## config.mk

```make
export PLATFORM = sky130hd
export DESIGN_NAME = hbp_seq
export DESIGN_NICKNAME = d
export VERILOG_FILES = /design/src/core/hbp_seq.v /design/src/core/hbp_apb.v /design/src/core/hbp_osc.v
export VERILOG_INCLUDE_DIRS = /design/src /design/src/core
export SDC_FILE = /design/constraint.sdc
export NUM_CORES = 1
export LEC_CHECK = 0
export BUFFER_PORTS_ARGS = -buffer_cell sky130_fd_sc_hd__buf_4
export CORE_MARGIN = 2
export CORE_UTILIZATION = 35
export CTS_CLUSTER_DIAMETER = 40
export DETAILED_ROUTE_END_ITERATION = 12
export REMOVE_ABC_BUFFERS = 1
export SYNTH_ARGS = -nofsm -noshare
export SYNTH_HDL_FRONTEND = slang
export SYNTH_HIERARCHICAL = 1
export SYNTH_SLANG_ARGS = --single-unit
```

## constraint.sdc

```tcl
create_clock -name pclk -period 17.2 [get_ports pclk]
set_input_delay 0 -clock pclk [delete_from_list [all_inputs] [get_ports pclk]]
set_output_delay 0 -clock pclk [all_outputs]
set_load 0.01 [all_outputs]
```

## src/core/hbp_regs.vh

```
/*
 holds register offsets, field positions, reset values and timing counts of the half-bridge sequencer.
 assumes a 100 MHz pclk and an APB slave with 32-bit data.
*/
`ifndef HBP_REGS_VH
`define HBP_REGS_VH
// register byte offsets
`define HBP_CTRL_OFF 12'h000
`define HBP_PERIOD_OFF 12'h004
`define HBP_DEMAND_OFF 12'h008
`define HBP_LEAD_OFF 12'h00c
`define HBP_TRAIL_OFF 12'h010
`define HBP_STATUS_OFF 12'h014
// control fields
`define HBP_CTRL_DEMAND_EN 0
`define HBP_CTRL_DLY_SET 1
`define HBP_CTRL_SYNC_EN 2
// status fields
`define HBP_ST_PHASE 0
`define HBP_ST_RUN 1
`define HBP_ST_VCC_EN 2
`define HBP_ST_REF_EN 3
`define HBP_ST_STARTUP 4
`define HBP_ST_THERMAL 5
`define HBP_ST_SYNCED 6
// reset values, in 10 ns counts
`define HBP_CTRL_RST 32'h0000_0004
`define HBP_PERIOD_RST 16'h00fa
`define HBP_DEMAND_RST 16'h0000
`define HBP_LEAD_RST 8'h01
`define HBP_TRAIL_RST 8'h02
// timing in ns and derived cycle counts (clock period 10 ns)
`define HBP_CLK_NS 10
`define HBP_TD_NS 70
`define HBP_TD_CYC ((`HBP_TD_NS + `HBP_CLK_NS - 1) / `HBP_CLK_NS)
`define HBP_MIN_DLY_NS 5
`define HBP_MIN_DLY_CYC ((`HBP_MIN_DLY_NS + `HBP_CLK_NS - 1) / `HBP_CLK_NS)
`endif

```

## src/core/hbp_seq.v

```verilog
/*
 half-bridge pwm sequencer top: primary drives, rectifier controls, duty limit, start-up and thermal gating.
 assumes all status inputs from the analog side are synchronous to pclk;
 the oscillator period counts 10 ns cycles.
*/
`include "hbp_regs.vh"
`timescale 1ns/1ns
`default_nettype none
module hbp_seq #(
   parameter CNT_W = 16,
   parameter DLY_W = 8
) (
   // clock, reset, enable
   input wire pclk,
   input wire presetn,
   input wire clk_en,
   // apb
   input wire psel,
   input wire penable,
   input wire pwrite,
   input wire [11:0] paddr,
   input wire [31:0] pwdata,
   output wire [31:0] prdata,
   output wire pready,
   output wire pslverr,
   // sync and analog status comparators
   input wire freq_set_pin,
   input wire line_above_shutdown,
   input wire line_above_standby,
   input wire vcc_above_ref_on,
   input wire vcc_above_startup_off,
   input wire vcc_in_reg,
   input wire ref_in_reg,
   input wire over_temp,
   input wire soft_start_low,
   input wire duty_demand_valid,
   // drive outputs
   output reg high_side_drive,
   output reg low_side_drive,
   output reg rect_a_ctrl,
   output reg rect_b_ctrl,
   // bias and soft-start controls
   output reg vcc_reg_en,
   output reg ref_en,
   output reg startup_reg_en,
   output reg soft_start_discharge
);
   // sequencer states
   localparam ST_OFF = 4'b0001;
   localparam ST_SOFT = 4'b0010;
   localparam ST_RUN = 4'b0100;
   localparam ST_HOT = 4'b1000;
   // fixed deadtime and minimum deadtime at the widths they are used at
   localparam [CNT_W-1:0] TD_CYC = `HBP_TD_CYC;
   localparam [DLY_W-1:0] MIN_DLY = `HBP_MIN_DLY_CYC;

   wire [2:0] ctrl;
   wire [15:0] period;
   wire [15:0] demand;
   wire [7:0] lead_reg;
   wire [7:0] trail_reg;
   wire [15:0] cnt;
   wire cyc_end;
   wire synced;
   wire [6:0] status;
   reg [3:0] state_q;
   reg [3:0] state_d;
   reg phase_q;
   reg [CNT_W-1:0] width;
   reg [CNT_W-1:0] max_w;
   reg [DLY_W-1:0] lead;
   reg [DLY_W-1:0] trail;
   reg pulse_on;
   reg rect_a_d;
   reg rect_b_d;
   wire enabled;

   hbp_apb u_apb (
      .pclk(pclk),
      .presetn(presetn),
      .clk_en(clk_en),
      .psel(psel),
      .penable(penable),
      .pwrite(pwrite),
      .paddr(paddr),
      .pwdata(pwdata),
      .prdata(prdata),
      .pready(pready),
      .pslverr(pslverr),
      .ctrl_q(ctrl),
      .period_q(period),
      .demand_q(demand),
      .lead_q(lead_reg),
      .trail_q(trail_reg),
      .status(status)
   );

   hbp_osc u_osc (
      .pclk(pclk),
      .presetn(presetn),
      .clk_en(clk_en),
      .period(period),
      .sync_en(ctrl[`HBP_CTRL_SYNC_EN]),
      .freq_set_pin(freq_set_pin),
      .cnt_q(cnt),
      .cyc_end(cyc_end),
      .synced_q(synced)
   );

   assign status = {synced, (state_q == ST_HOT), startup_reg_en, ref_en, vcc_reg_en,
                    (state_q == ST_RUN), phase_q};

   // outputs enable only with both regulators good and line above standby
   assign enabled = vcc_in_reg & ref_in_reg & line_above_standby & ~over_temp;

   always @* begin
      state_d = state_q;
      case (state_q)
         ST_OFF: begin
            if (enabled) begin
               state_d = ST_SOFT;
            end
         end
         ST_SOFT: begin
            if (over_temp) begin
               state_d = ST_HOT;
            end else if (!enabled) begin
               state_d = ST_OFF;
            end else if (!soft_start_low) begin
               state_d = ST_RUN;
            end
         end
         ST_RUN: begin
            if (over_temp) begin
               state_d = ST_HOT;
            end else if (!enabled || soft_start_low) begin
               state_d = ST_SOFT;
            end
         end
         ST_HOT: begin
            if (!over_temp) begin
               state_d = ST_OFF;
            end
         end
         default: state_d = ST_OFF;
      endcase
   end

   // deadtime selection: unconfigured pin uses propagation delay only
   always @* begin
      if (ctrl[`HBP_CTRL_DLY_SET]) begin
         lead = lead_reg;
         trail = trail_reg;
      end else begin
         lead = MIN_DLY;
         trail = MIN_DLY;
      end
   end

   // pulse window inside each oscillator cycle: lead, pulse, then trail
   always @* begin
      // half of one output period equals one oscillator period
      if (period > TD_CYC + {8'h0, lead})
         max_w = period - TD_CYC - {8'h0, lead};
      else
         max_w = {CNT_W{1'b0}};
      if (!ctrl[`HBP_CTRL_DEMAND_EN] || !duty_demand_valid || demand > max_w)
         width = max_w;
      else
         width = demand;
      pulse_on = (state_q == ST_RUN) && !soft_start_low && (cnt >= {8'h0, lead}) &&
                 (cnt < {8'h0, lead} + width) && !cyc_end;
   end

   // rectifier pattern around the active phase
   always @* begin
      rect_a_d = 1'b0;
      rect_b_d = 1'b0;
      if (state_q == ST_RUN) begin
         if (cnt < {8'h0, lead} + width + {8'h0, trail} && cnt >= {8'h0, lead}) begin
            // active pulse plus trail keeps the opposite rectifier only
            rect_a_d = phase_q;
            rect_b_d = ~phase_q;
         end else if (cnt < {8'h0, lead}) begin
            // during lead the rectifier that would short the coming pulse is already off
            rect_a_d = phase_q;
            rect_b_d = ~phase_q;
         end else begin
            rect_a_d = 1'b1;
            rect_b_d = 1'b1;
         end
      end
   end

   always @(posedge pclk or negedge presetn) begin
      if (!presetn) begin
         state_q <= ST_OFF;
         phase_q <= 1'b0;
         high_side_drive <= 1'b0;
         low_side_drive <= 1'b0;
         rect_a_ctrl <= 1'b0;
         rect_b_ctrl <= 1'b0;
         vcc_reg_en <= 1'b0;
         ref_en <= 1'b0;
         startup_reg_en <= 1'b0;
         soft_start_discharge <= 1'b1;
      end else if (clk_en) begin
         state_q <= state_d;
         if (cyc_end) begin
            phase_q <= ~phase_q;
         end
         // phase 0 belongs to the high side; one drive per cycle only
         high_side_drive <= pulse_on & ~phase_q;
         low_side_drive <= pulse_on & phase_q;
         rect_a_ctrl <= rect_a_d;
         rect_b_ctrl <= rect_b_d;
         vcc_reg_en <= line_above_shutdown & ~over_temp;
         ref_en <= line_above_shutdown & vcc_above_ref_on & ~over_temp;
         startup_reg_en <= line_above_shutdown & ~vcc_above_startup_off & ~over_temp;
         soft_start_discharge <= (state_d != ST_RUN) && (state_d != ST_SOFT || soft_start_low ||
                                 state_q != ST_SOFT);
      end
   end
endmodule // hbp_seq
`default_nettype wire

```

## src/core/hbp_apb.v

```verilog
/*
 APB slave with the sequencer's control, timing and status registers.
 assumes synchronous APB signals on pclk; answers with zero wait states.
*/
`include "hbp_regs.vh"
`timescale 1ns/1ns
`default_nettype none
module hbp_apb (
   // clock, reset, enable
   input wire pclk,
   input wire presetn,
   input wire clk_en,
   // apb
   input wire psel,
   input wire penable,
   input wire pwrite,
   input wire [11:0] paddr,
   input wire [31:0] pwdata,
   output reg [31:0] prdata,
   output wire pready,
   output wire pslverr,
   // register contents
   output reg [2:0] ctrl_q,
   output reg [15:0] period_q,
   output reg [15:0] demand_q,
   output reg [7:0] lead_q,
   output reg [7:0] trail_q,
   input wire [6:0] status
);
   // reset word kept at full width, only the implemented control bits are loaded
   localparam [31:0] CTRL_RST = `HBP_CTRL_RST;
   wire wr;
   wire hit;
   assign pready = 1'b1;
   assign hit = (paddr == `HBP_CTRL_OFF) || (paddr == `HBP_PERIOD_OFF) || (paddr == `HBP_DEMAND_OFF) ||
                (paddr == `HBP_LEAD_OFF) || (paddr == `HBP_TRAIL_OFF) || (paddr == `HBP_STATUS_OFF);
   // unmapped addresses answer with an error and read zero
   assign pslverr = psel & penable & ~hit;
   assign wr = psel & penable & pwrite & clk_en;
   always @(posedge pclk or negedge presetn) begin
      if (!presetn) begin
         ctrl_q <= CTRL_RST[2:0];
         period_q <= `HBP_PERIOD_RST;
         demand_q <= `HBP_DEMAND_RST;
         lead_q <= `HBP_LEAD_RST;
         trail_q <= `HBP_TRAIL_RST;
      end else if (wr) begin
         case (paddr)
            `HBP_CTRL_OFF: ctrl_q <= pwdata[2:0];
            `HBP_PERIOD_OFF: period_q <= pwdata[15:0];
            `HBP_DEMAND_OFF: demand_q <= pwdata[15:0];
            `HBP_LEAD_OFF: lead_q <= pwdata[7:0];
            `HBP_TRAIL_OFF: trail_q <= pwdata[7:0];
            default: ;
         endcase
      end
   end
   always @* begin
      case (paddr)
         `HBP_CTRL_OFF: prdata = {29'h0, ctrl_q};
         `HBP_PERIOD_OFF: prdata = {16'h0, period_q};
         `HBP_DEMAND_OFF: prdata = {16'h0, demand_q};
         `HBP_LEAD_OFF: prdata = {24'h0, lead_q};
         `HBP_TRAIL_OFF: prdata = {24'h0, trail_q};
         `HBP_STATUS_OFF: prdata = {25'h0, status};
         default: prdata = 32'h0;
      endcase
   end
endmodule // hbp_apb
`default_nettype wire

```

## src/core/hbp_osc.v

```verilog
/*
 oscillator period counter with sync capture.
 assumes freq_set_pin is a synchronous sync pulse input on pclk.
*/
`include "hbp_regs.vh"
`timescale 1ns/1ns
`default_nettype none
module hbp_osc (
   // clock, reset, enable
   input wire pclk,
   input wire presetn,
   input wire clk_en,
   // configuration
   input wire [15:0] period,
   input wire sync_en,
   input wire freq_set_pin,
   // timing
   output reg [15:0] cnt_q,
   output wire cyc_end,
   output reg synced_q
);
   reg sync_prev_q;
   reg [15:0] gap_q;
   wire sync_rise;
   wire sync_ok;
   wire natural_end;
   assign sync_rise = freq_set_pin & ~sync_prev_q;
   assign natural_end = (cnt_q >= period - 16'h0001);
   // a sync edge counts only if it follows the last one sooner than our own period;
   // so slower sync never cuts a cycle, and the first edge after reset only arms lock
   assign sync_ok = sync_en & sync_rise & (gap_q < period - 16'h0001);
   assign cyc_end = natural_end | sync_ok;
   always @(posedge pclk or negedge presetn) begin
      if (!presetn) begin
         cnt_q <= 16'h0;
         sync_prev_q <= 1'b0;
         synced_q <= 1'b0;
         gap_q <= 16'hffff;
      end else if (clk_en) begin
         sync_prev_q <= freq_set_pin;
         if (sync_rise) begin
            gap_q <= 16'h0000;
         end else if (gap_q != 16'hffff) begin
            gap_q <= gap_q + 16'h0001;
         end
         if (cyc_end) begin
            cnt_q <= 16'h0;
            synced_q <= ~natural_end;
         end else begin
            cnt_q <= cnt_q + 16'h0001;
         end
      end
   end
endmodule // hbp_osc
`default_nettype wire

```

==> metrics.yaml, run 1 <==
outcome: "complete, no violations"
max_clock_freq_mhz: 97.6
gp_congestion: 0.889
netlist_area_um2: 10100
setup_viol: 0
worst_path_most_repeated_cell: "ha_1"
cts_buffer_depth: 2
finClkSkew_ps: 11.4
critPathMaxFanout: 32
insertion_delay_ps: 360
p_seq_share_pct: 45.4
end_kind: "register"
initial_utilization_pct: 35.4
yosysSeqAreaShare_pct: 24.5
period_share_pct: 59.6
grt_max_degree: 51
syn_to_final_growth_pct: 12.9
synth-seq-cells: 98
numCtsBuffers: 9
synth_cell_types: 99
combPwrFrac_pct: 19.7
synthFlopType: "dfrtp_1"
synthTopCellsByCount: "123 x ha_1, 84 x nand2_1, 83 x nor2_1"
arrival_ps: 10480
cts_tree: "done"
cts_setup_buffers: 0
cp.required_ps: 17430
slew-limit-headroom_pct: 30.9
grt.overflow.total: 0
fin_ws_ps: 6950
synth_enable_flop_cells: 0
drtIter0Drc: 544
synth_area_leaders: "dfrtp_1 18%, ha_1 15%, dfstp_2 7.0%"
antenna_cells: 0
vdd_drop_max_mv: 0.0454
wl_per_cell_um: 17.5
dieArea_um2: 30300
final_cell_area_um2: 11400
async_flop_share_pct: 100
hpwl_mm: 21.6
hold_viol: 0
netSwitchingFraction_pct: 30.5
pwr-share-clk_pct: 35.0
power_leakage_nw: 5.32
ios: 102
core-area_um2: 28600
synth_most_common_cell: "ha_1"
switchingPower_w: 0.000183
cpPeakStageDelay_ps: 720
layout-drive-gt1-share_pct: 19.0
synth_top_area_share_pct: 17.5
rows: 62
finalNetCount: 1377
num_vias: 8488
synth_area_leader_cell: "dfrtp_1"
gr-usage-all-layers_pct: 18.1
routed_wl_mm: 27.6
fin_setup_tns_ps: 0
drv_slew: 0
cp-start-kind: "register"
io_buffers: 68
place_ws_ps: 7010
slowest_stage: "dfrtp_1"
die_x_um: 174
holdPathStages: 3
internal-power_w: 0.000416
drc: 0
antenna_found_initial: 0
max_cap_violations: 0
powerDensity_nw_per_um2: 52.4
synth_warnings: 6
worstSetupPathType: "reg2reg"
dr.pass1.iters: 5
syn_avg_cell_area_um2: 9.02
htreeDepth: 3
cts.clk_slew.worst_paths_ps: 70
cts.sinks: 98
die_height_um: 174
grt_first_pass_wirelength_mm: 44.0
reg2reg_depth: 42
min_period_ps: 10250
ant_nets: 0
clockRootBuffer: "clkbuf_16"
hold_path.class: "in2reg"
worst_hold_slack_ps: 73.3
netlist_instances: 1123
place_area_um2: 10900
tightest_slew_ps: 1020
rsz0062_at_grt: "false"
grt_pass1_vias: 8065
drt-vias-per-instance: 5.37
layer usage:
metal / global-route usage, % / routed length, µm
met5: 0 / 0
met4: 5.29 / 592
met3: 2.34 / 924
met2: 29.8 / 13100
met1: 25.0 / 13000
power groups by stage:
stage / Combinational (W) / Clock [W] / Sequential, W
floorplan: 0.0000759 / 0 / 0.000263
detailed placement: 0.000114 / 0 / 0.000276
global route: 0.000135 / 0.000226 / 0.000274
CTS: 0.000119 / 0.000217 / 0.000272
global placement: 0.000109 / 0 / 0.000275
finish: 0.000118 / 0.000209 / 0.000272
what timing repair did:
action	CTS	global route
resized for setup	0	0
endpoints found under the hold margin	94	0
hold buffers	25	0
logic make-up (layout without fill, tap and decap cells):
family | count (synthesis) | after routing | synth area share [%]
flip-flops | 98 | 98 | 24.5
other | 2 | 17 | 0.0741
multiplexers | 76 | 76 | 8.77
buffers and inverters | 124 | 182 | 5.84
adder cells (fa/ha/maj) | 128 | 128 | 16.0
AND/OR/NAND/NOR | 379 | 379 | 20.6
XOR/XNOR | 80 | 80 | 7.70
AO/OA/AOI/OAI | 236 | 236 | 16.5
layout by cell type (no fill, tap or decap), types with 10 or more instances in the layout:
| cell type | n |
|---|---|
| dfstp_2 | 27 |
| a21o_1 | 31 |
| conb_1 | 17 |
| mux2i_1 | 12 |
| clkbuf_16 | 11 |
| xnor2_1 | 46 |
| nand4_1 | 22 |
| or3_1 | 12 |
| dlygate4sd3_1 | 25 |
| nor4_1 | 10 |
| nand2_1 | 84 |
| and2_1 | 12 |
| a21oi_1 | 55 |
| o21ai_0 | 40 |
| mux2_2 | 59 |
| nor3_1 | 23 |
| nand3_1 | 30 |
| nand2b_1 | 16 |
| nor2b_1 | 20 |
| inv_1 | 68 |
| and3_1 | 10 |
| a22oi_1 | 14 |
| buf_4 | 72 |
| ha_1 | 123 |
| xor2_1 | 27 |
| dfrtp_1 | 71 |
| nor2_1 | 83 |
cell type report:
class / instances / area, µm²
clock buffers: 13 / 283
clock inverters: 3 / 21.3
fillers: 2878 / 17200
inverters: 69 / 259
multi-input cells: 916 / 7120
flip-flops and latches: 98 / 2490
well taps: 384 / 480
repair buffers: 97 / 791
state kept, by name, indices dropped and copies added, names as in the netlist, 3 cells and up:
| register | count |
|---|---|
| u_apb/period_q | 16 |
| u_apb/demand_q | 16 |
| u_osc/gap_q | 16 |
| u_apb/ctrl_q | 3 |
| u_osc/cnt_q | 16 |
| state_q | 4 |
| u_apb/trail_q | 8 |
| u_apb/lead_q | 8 |
metrics by stage:
stage / instances / total power [W] / utilization, %
floorplan: 1083 / 0.000339 / -
global placement: 1539 / 0.000384 / 38.0
detailed placement: 1539 / 0.000389 / 38.0
CTS: 1580 / 0.000607 / 40.0
global route: 1580 / 0.000635 / 40.0
finish: 1580 / 0.000599 / 40.0
critical path: cells and delay by family (launching register included):
| kind | cells | cell delay (ps) |
|---|---|---|
| AO/OA/AOI/OAI | 16 | 3500 |
| flip-flops | 1 | 720 |
| AND/OR/NAND/NOR | 13 | 2900 |
| buffers and inverters | 2 | 130 |
| multiplexers | 1 | 300 |
| adder cells (fa/ha/maj) | 7 | 2110 |
| XOR/XNOR | 3 | 460 |
final timing paths:
kind	from	slack, ps	end
max	u_apb/ctrl_q[1]	6950	rect_b_ctrl
min	clk_en	70	u_osc/gap_q[4]
max reg2reg	u_apb/ctrl_q[1]	6950	rect_b_ctrl
min in group asynchronous	presetn	210	u_apb/period_q[12]
min reg2reg	soft_start_discharge	490	soft_start_discharge
max in group asynchronous	presetn	15880	low_side_drive
No activity file was read; power rests on OpenSTA's default activity.
==> inputs of run 2 (changes only) <==
--- a/config.mk
+++ b/config.mk
@@ -6,6 +6,7 @@
 export SDC_FILE = /design/constraint.sdc
 export NUM_CORES = 1
 export LEC_CHECK = 0
+export ABC_AREA = 1
 export BUFFER_PORTS_ARGS = -buffer_cell sky130_fd_sc_hd__buf_4
 export CORE_MARGIN = 2
 export CORE_UTILIZATION = 35
==> constraint.sdc (replaced) <==
create_clock -name pclk -period 9.3 [get_ports pclk]
set_input_delay 0 -clock pclk [delete_from_list [all_inputs] [get_ports pclk]]
set_output_delay 0 -clock pclk [all_outputs]
set_load 0.01 [all_outputs]
==> run 2 against run 1 <==
Register-to-register slack lost 6100 ps. Power grew 88%. Global-route usage grew 0.70 points. Design area grew 3.0%. Setup slack lost 6100 ps. Count of clock-buffer cells in the layout shrank 4. Core utilization shrank 0.099 points. Critical endpoint unchanged. Largest power group unchanged. Highest routed layer unchanged.
==> metrics.yaml, run 2 <==
outcome: "complete, no violations"  # unchanged
synth_warnings: 6  # unchanged
min_from: "line_above_standby"  # was clk_en
worstSetupPathType: "reg2reg"  # unchanged
gp_congestion: 0.919  # was 0.889
dieArea_um2: 31300  # was 30300 µm²
finalNetCount: 1739  # was 1377
die_height_um: 177  # was 174 µm
cts.sinks: 98  # unchanged
grt_max_degree: 63  # was 51
powerDensity_nw_per_um2: 95.4  # was 52.4 nW/µm²
fin_setup_tns_ps: 0  # unchanged
drv_slew: 0  # unchanged
cp-start-kind: "register"  # unchanged
hold_path.class: "in2reg"  # unchanged
fillerInstances: 3118  # was 2878
cts_buffer_depth: 2  # unchanged
yosysSeqAreaShare_pct: 23.7  # was 24.5%
power_leakage_nw: 6.04  # was 5.32 nW
cts_setup_buffers: 0  # unchanged
holdPathStages: 5  # was 3
wl_per_cell_um: 14.6  # was 17.5 µm
synth_area_leaders: "dfrtp_1 17%, ha_1 15%, nand2_1 14%"  # was dfrtp_1 18%, ha_1 15%, dfstp_2 7.0%
insertion_delay_ps: 370  # was 360 ps
io_buffers: 68  # unchanged
r2r-start: "u_apb/ctrl_q[1]"  # unchanged
reg2reg_slack_ps: 840  # was 6950 ps
fin_ws_ps: 840  # was 6950 ps
setup_viol: 0  # unchanged
end_kind: "register"  # unchanged
critPathMaxFanout: 12  # was 32
routed_wl_mm: 28.5  # was 27.6 mm
slew-limit-headroom_pct: 44.7  # was 30.9%
hold_viol: 0  # unchanged
layout_common_cells: "387 x nand2_1, 200 x inv_1, 123 x ha_1"  # was 123 x ha_1, 84 x nand2_1, 83 x nor2_1
slowest_stage: "dfrtp_2"  # was dfrtp_1
whs_endpoint: "state_q[1]"  # was u_osc/gap_q[4]
synthTopCellsByCount: "387 x nand2_1, 200 x inv_1, 123 x ha_1"  # was 123 x ha_1, 84 x nand2_1, 83 x nor2_1
drtIter0Drc: 595  # was 544
numCtsBuffers: 9  # unchanged
grt_pass1_vias: 9246  # was 8065
layout-drive-gt1-share_pct: 16.8  # was 19.0%
drc: 0  # unchanged
dr.pass1.iters: 5  # unchanged
cts_tree: "done"  # unchanged
syn_to_final_growth_pct: 12.5  # was 12.9%
async_flop_share_pct: 100  # unchanged
synth_enable_flop_cells: 0  # unchanged
final_common_cell: "nand2_1"  # was ha_1
syn_avg_cell_area_um2: 7.12  # was 9.02 µm²
ios: 102  # unchanged
rows: 63  # was 62
ant_nets: 0  # unchanged
grt_first_pass_wirelength_mm: 46.9  # was 44.0 mm
place_ws_ps: 723  # was 7010 ps
netlist_instances: 1471  # was 1123
grt.overflow.total: 0  # unchanged
vdd_drop_max_mv: 0.0755  # was 0.0454 mV
worst_path_most_repeated_cell: "nand2_1"  # was ha_1
clockRootBuffer: "clkbuf_16"  # unchanged
netlist_area_um2: 10500  # was 10100 µm²
gr-usage-all-layers_pct: 18.8  # was 18.1%
reg2reg_depth: 57  # was 42
cpPeakStageDelay_ps: 490  # was 720 ps
synth_top_area_share_pct: 17.0  # was 17.5%
max_cap_violations: 0  # unchanged
synth_cell_types: 54  # was 99
cp.required_ps: 9560  # was 17430 ps
period_share_pct: 91.0  # was 59.6%
tightest_slew_ps: 829  # was 1020 ps
synthFlopType: "dfrtp_1"  # unchanged
hpwl_mm: 22.8  # was 21.6 mm
synth-seq-cells: 98  # unchanged
arrival_ps: 8720  # was 10480 ps
num_vias: 9595  # was 8488
synth_area_leader_cell: "dfrtp_1"  # unchanged
synth_most_common_cell: "nand2_1"  # was ha_1
rsz0062_at_grt: "false"  # unchanged
antenna_found_initial: 0  # unchanged
finClkSkew_ps: 11.9  # was 11.4 ps
cts.clk_slew.worst_paths_ps: 80  # was 70 ps
htreeDepth: 3  # unchanged
r2r_end: "rect_b_ctrl"  # unchanged
drt-vias-per-instance: 4.93  # was 5.37
max_clock_freq_mhz: 118  # was 97.6 MHz
initial_utilization_pct: 35.4  # about the same
die_x_um: 177  # was 174 µm
min_period_ps: 8460  # was 10250 ps
core-area_um2: 29600  # was 28600 µm²
antenna_cells: 0  # unchanged
run 2: cell count changes after synthesis, sizes merged, moves of 52 or more:
cell	previous run	this run
nand3	33	132
o21ai	45	100
nor2	83	135
mux2	59	0
inv	69	208
nand2	85	413
run 2: worst max-delay path by stage:
stage,from,endpoint,slack [ps]
2_1_floorplan,u_apb/ctrl_q[1],rect_a_ctrl,1800
3_3_place_gp,u_apb/ctrl_q[1],rect_b_ctrl,840
3_5_place_dp,u_apb/ctrl_q[1],rect_b_ctrl,720
4_1_cts,u_apb/ctrl_q[1],rect_b_ctrl,700
5_1_grt,u_apb/ctrl_q[1],rect_b_ctrl,50
6_report,u_apb/ctrl_q[1],rect_b_ctrl,840
run 2: kinds of logic (layout without fill, tap and decap cells):
family          after synthesis  count (layout)  synth area share [%]
fa+ha+maj                   126             126                  15.3
flops                        98              98                  23.7
simple gates                738             738                  33.5
compound gates              201             201                  12.3
buf+inv                     255             327                  10.8
xor+xnor                     51              51                  4.34
other cells                   2              17                0.0717
run 2: worst max-delay path: cells and delay by family (launching register included):
family | cells | cell delay [ps]
AND/OR/NAND/NOR | 36 | 3800
adder cells (fa/ha/maj) | 5 | 1530
AO/OA/AOI/OAI | 7 | 1480
XOR/XNOR | 3 | 560
buffers and inverters | 6 | 500
flip-flops | 1 | 490
run 2: metal layers:
layer,up-vias,part of all wire (%),track usage (%)
met1,4478,48,25.1
met5,-,0,0
met2,155,47,31.9
li1,4927,-,-
met3,35,2.4,2.15
met4,0,2.4,5.79
run 2: per-stage QoR:
step                utilization (%)  instance area (µm²)  hold WS, ps  power (W)  cells
global placement               38.0                11200         12.1   0.000725   1908
finish                         39.9                11800         94.4    0.00112   1948
detailed placement             38.0                11200         9.72   0.000733   1908
global route                   39.9                11800          124    0.00120   1948
CTS                            39.8                11800         74.6    0.00114   1948
floorplan                         -                10200         -296   0.000641   1443
run 2: area by class of cell:
cell class | count | area [µm²] | share of cell area (%)
multi-input combinational | 1133 | 6910 | 58.6
sequential | 98 | 2490 | 21.1
timing repair buffer | 99 | 803 | 6.82
inverter | 212 | 796 | 6.76
tap | 390 | 488 | 4.14
clock buffer | 9 | 225 | 1.91
clock inverter | 7 | 72.6 | 0.616
run 2: what timing repair did:
action | 4_1_cts | 5_1_grt
hold endpoints to repair | 81 | 0
resized for setup | 0 | 3
hold buffers | 24 | 0
setup endpoints to repair | 0 | 2
run 2: power by group:
| part | total (W) | internal (W) | leakage, nW | switching (W) |
|---|---|---|---|---|
| Clock | 0.000393 | 0.000190 | 0.143 | 0.000203 |
| Combinational | 0.000240 | 0.0000992 | 4.65 | 0.000141 |
| Sequential | 0.000490 | 0.000450 | 1.25 | 0.0000397 |
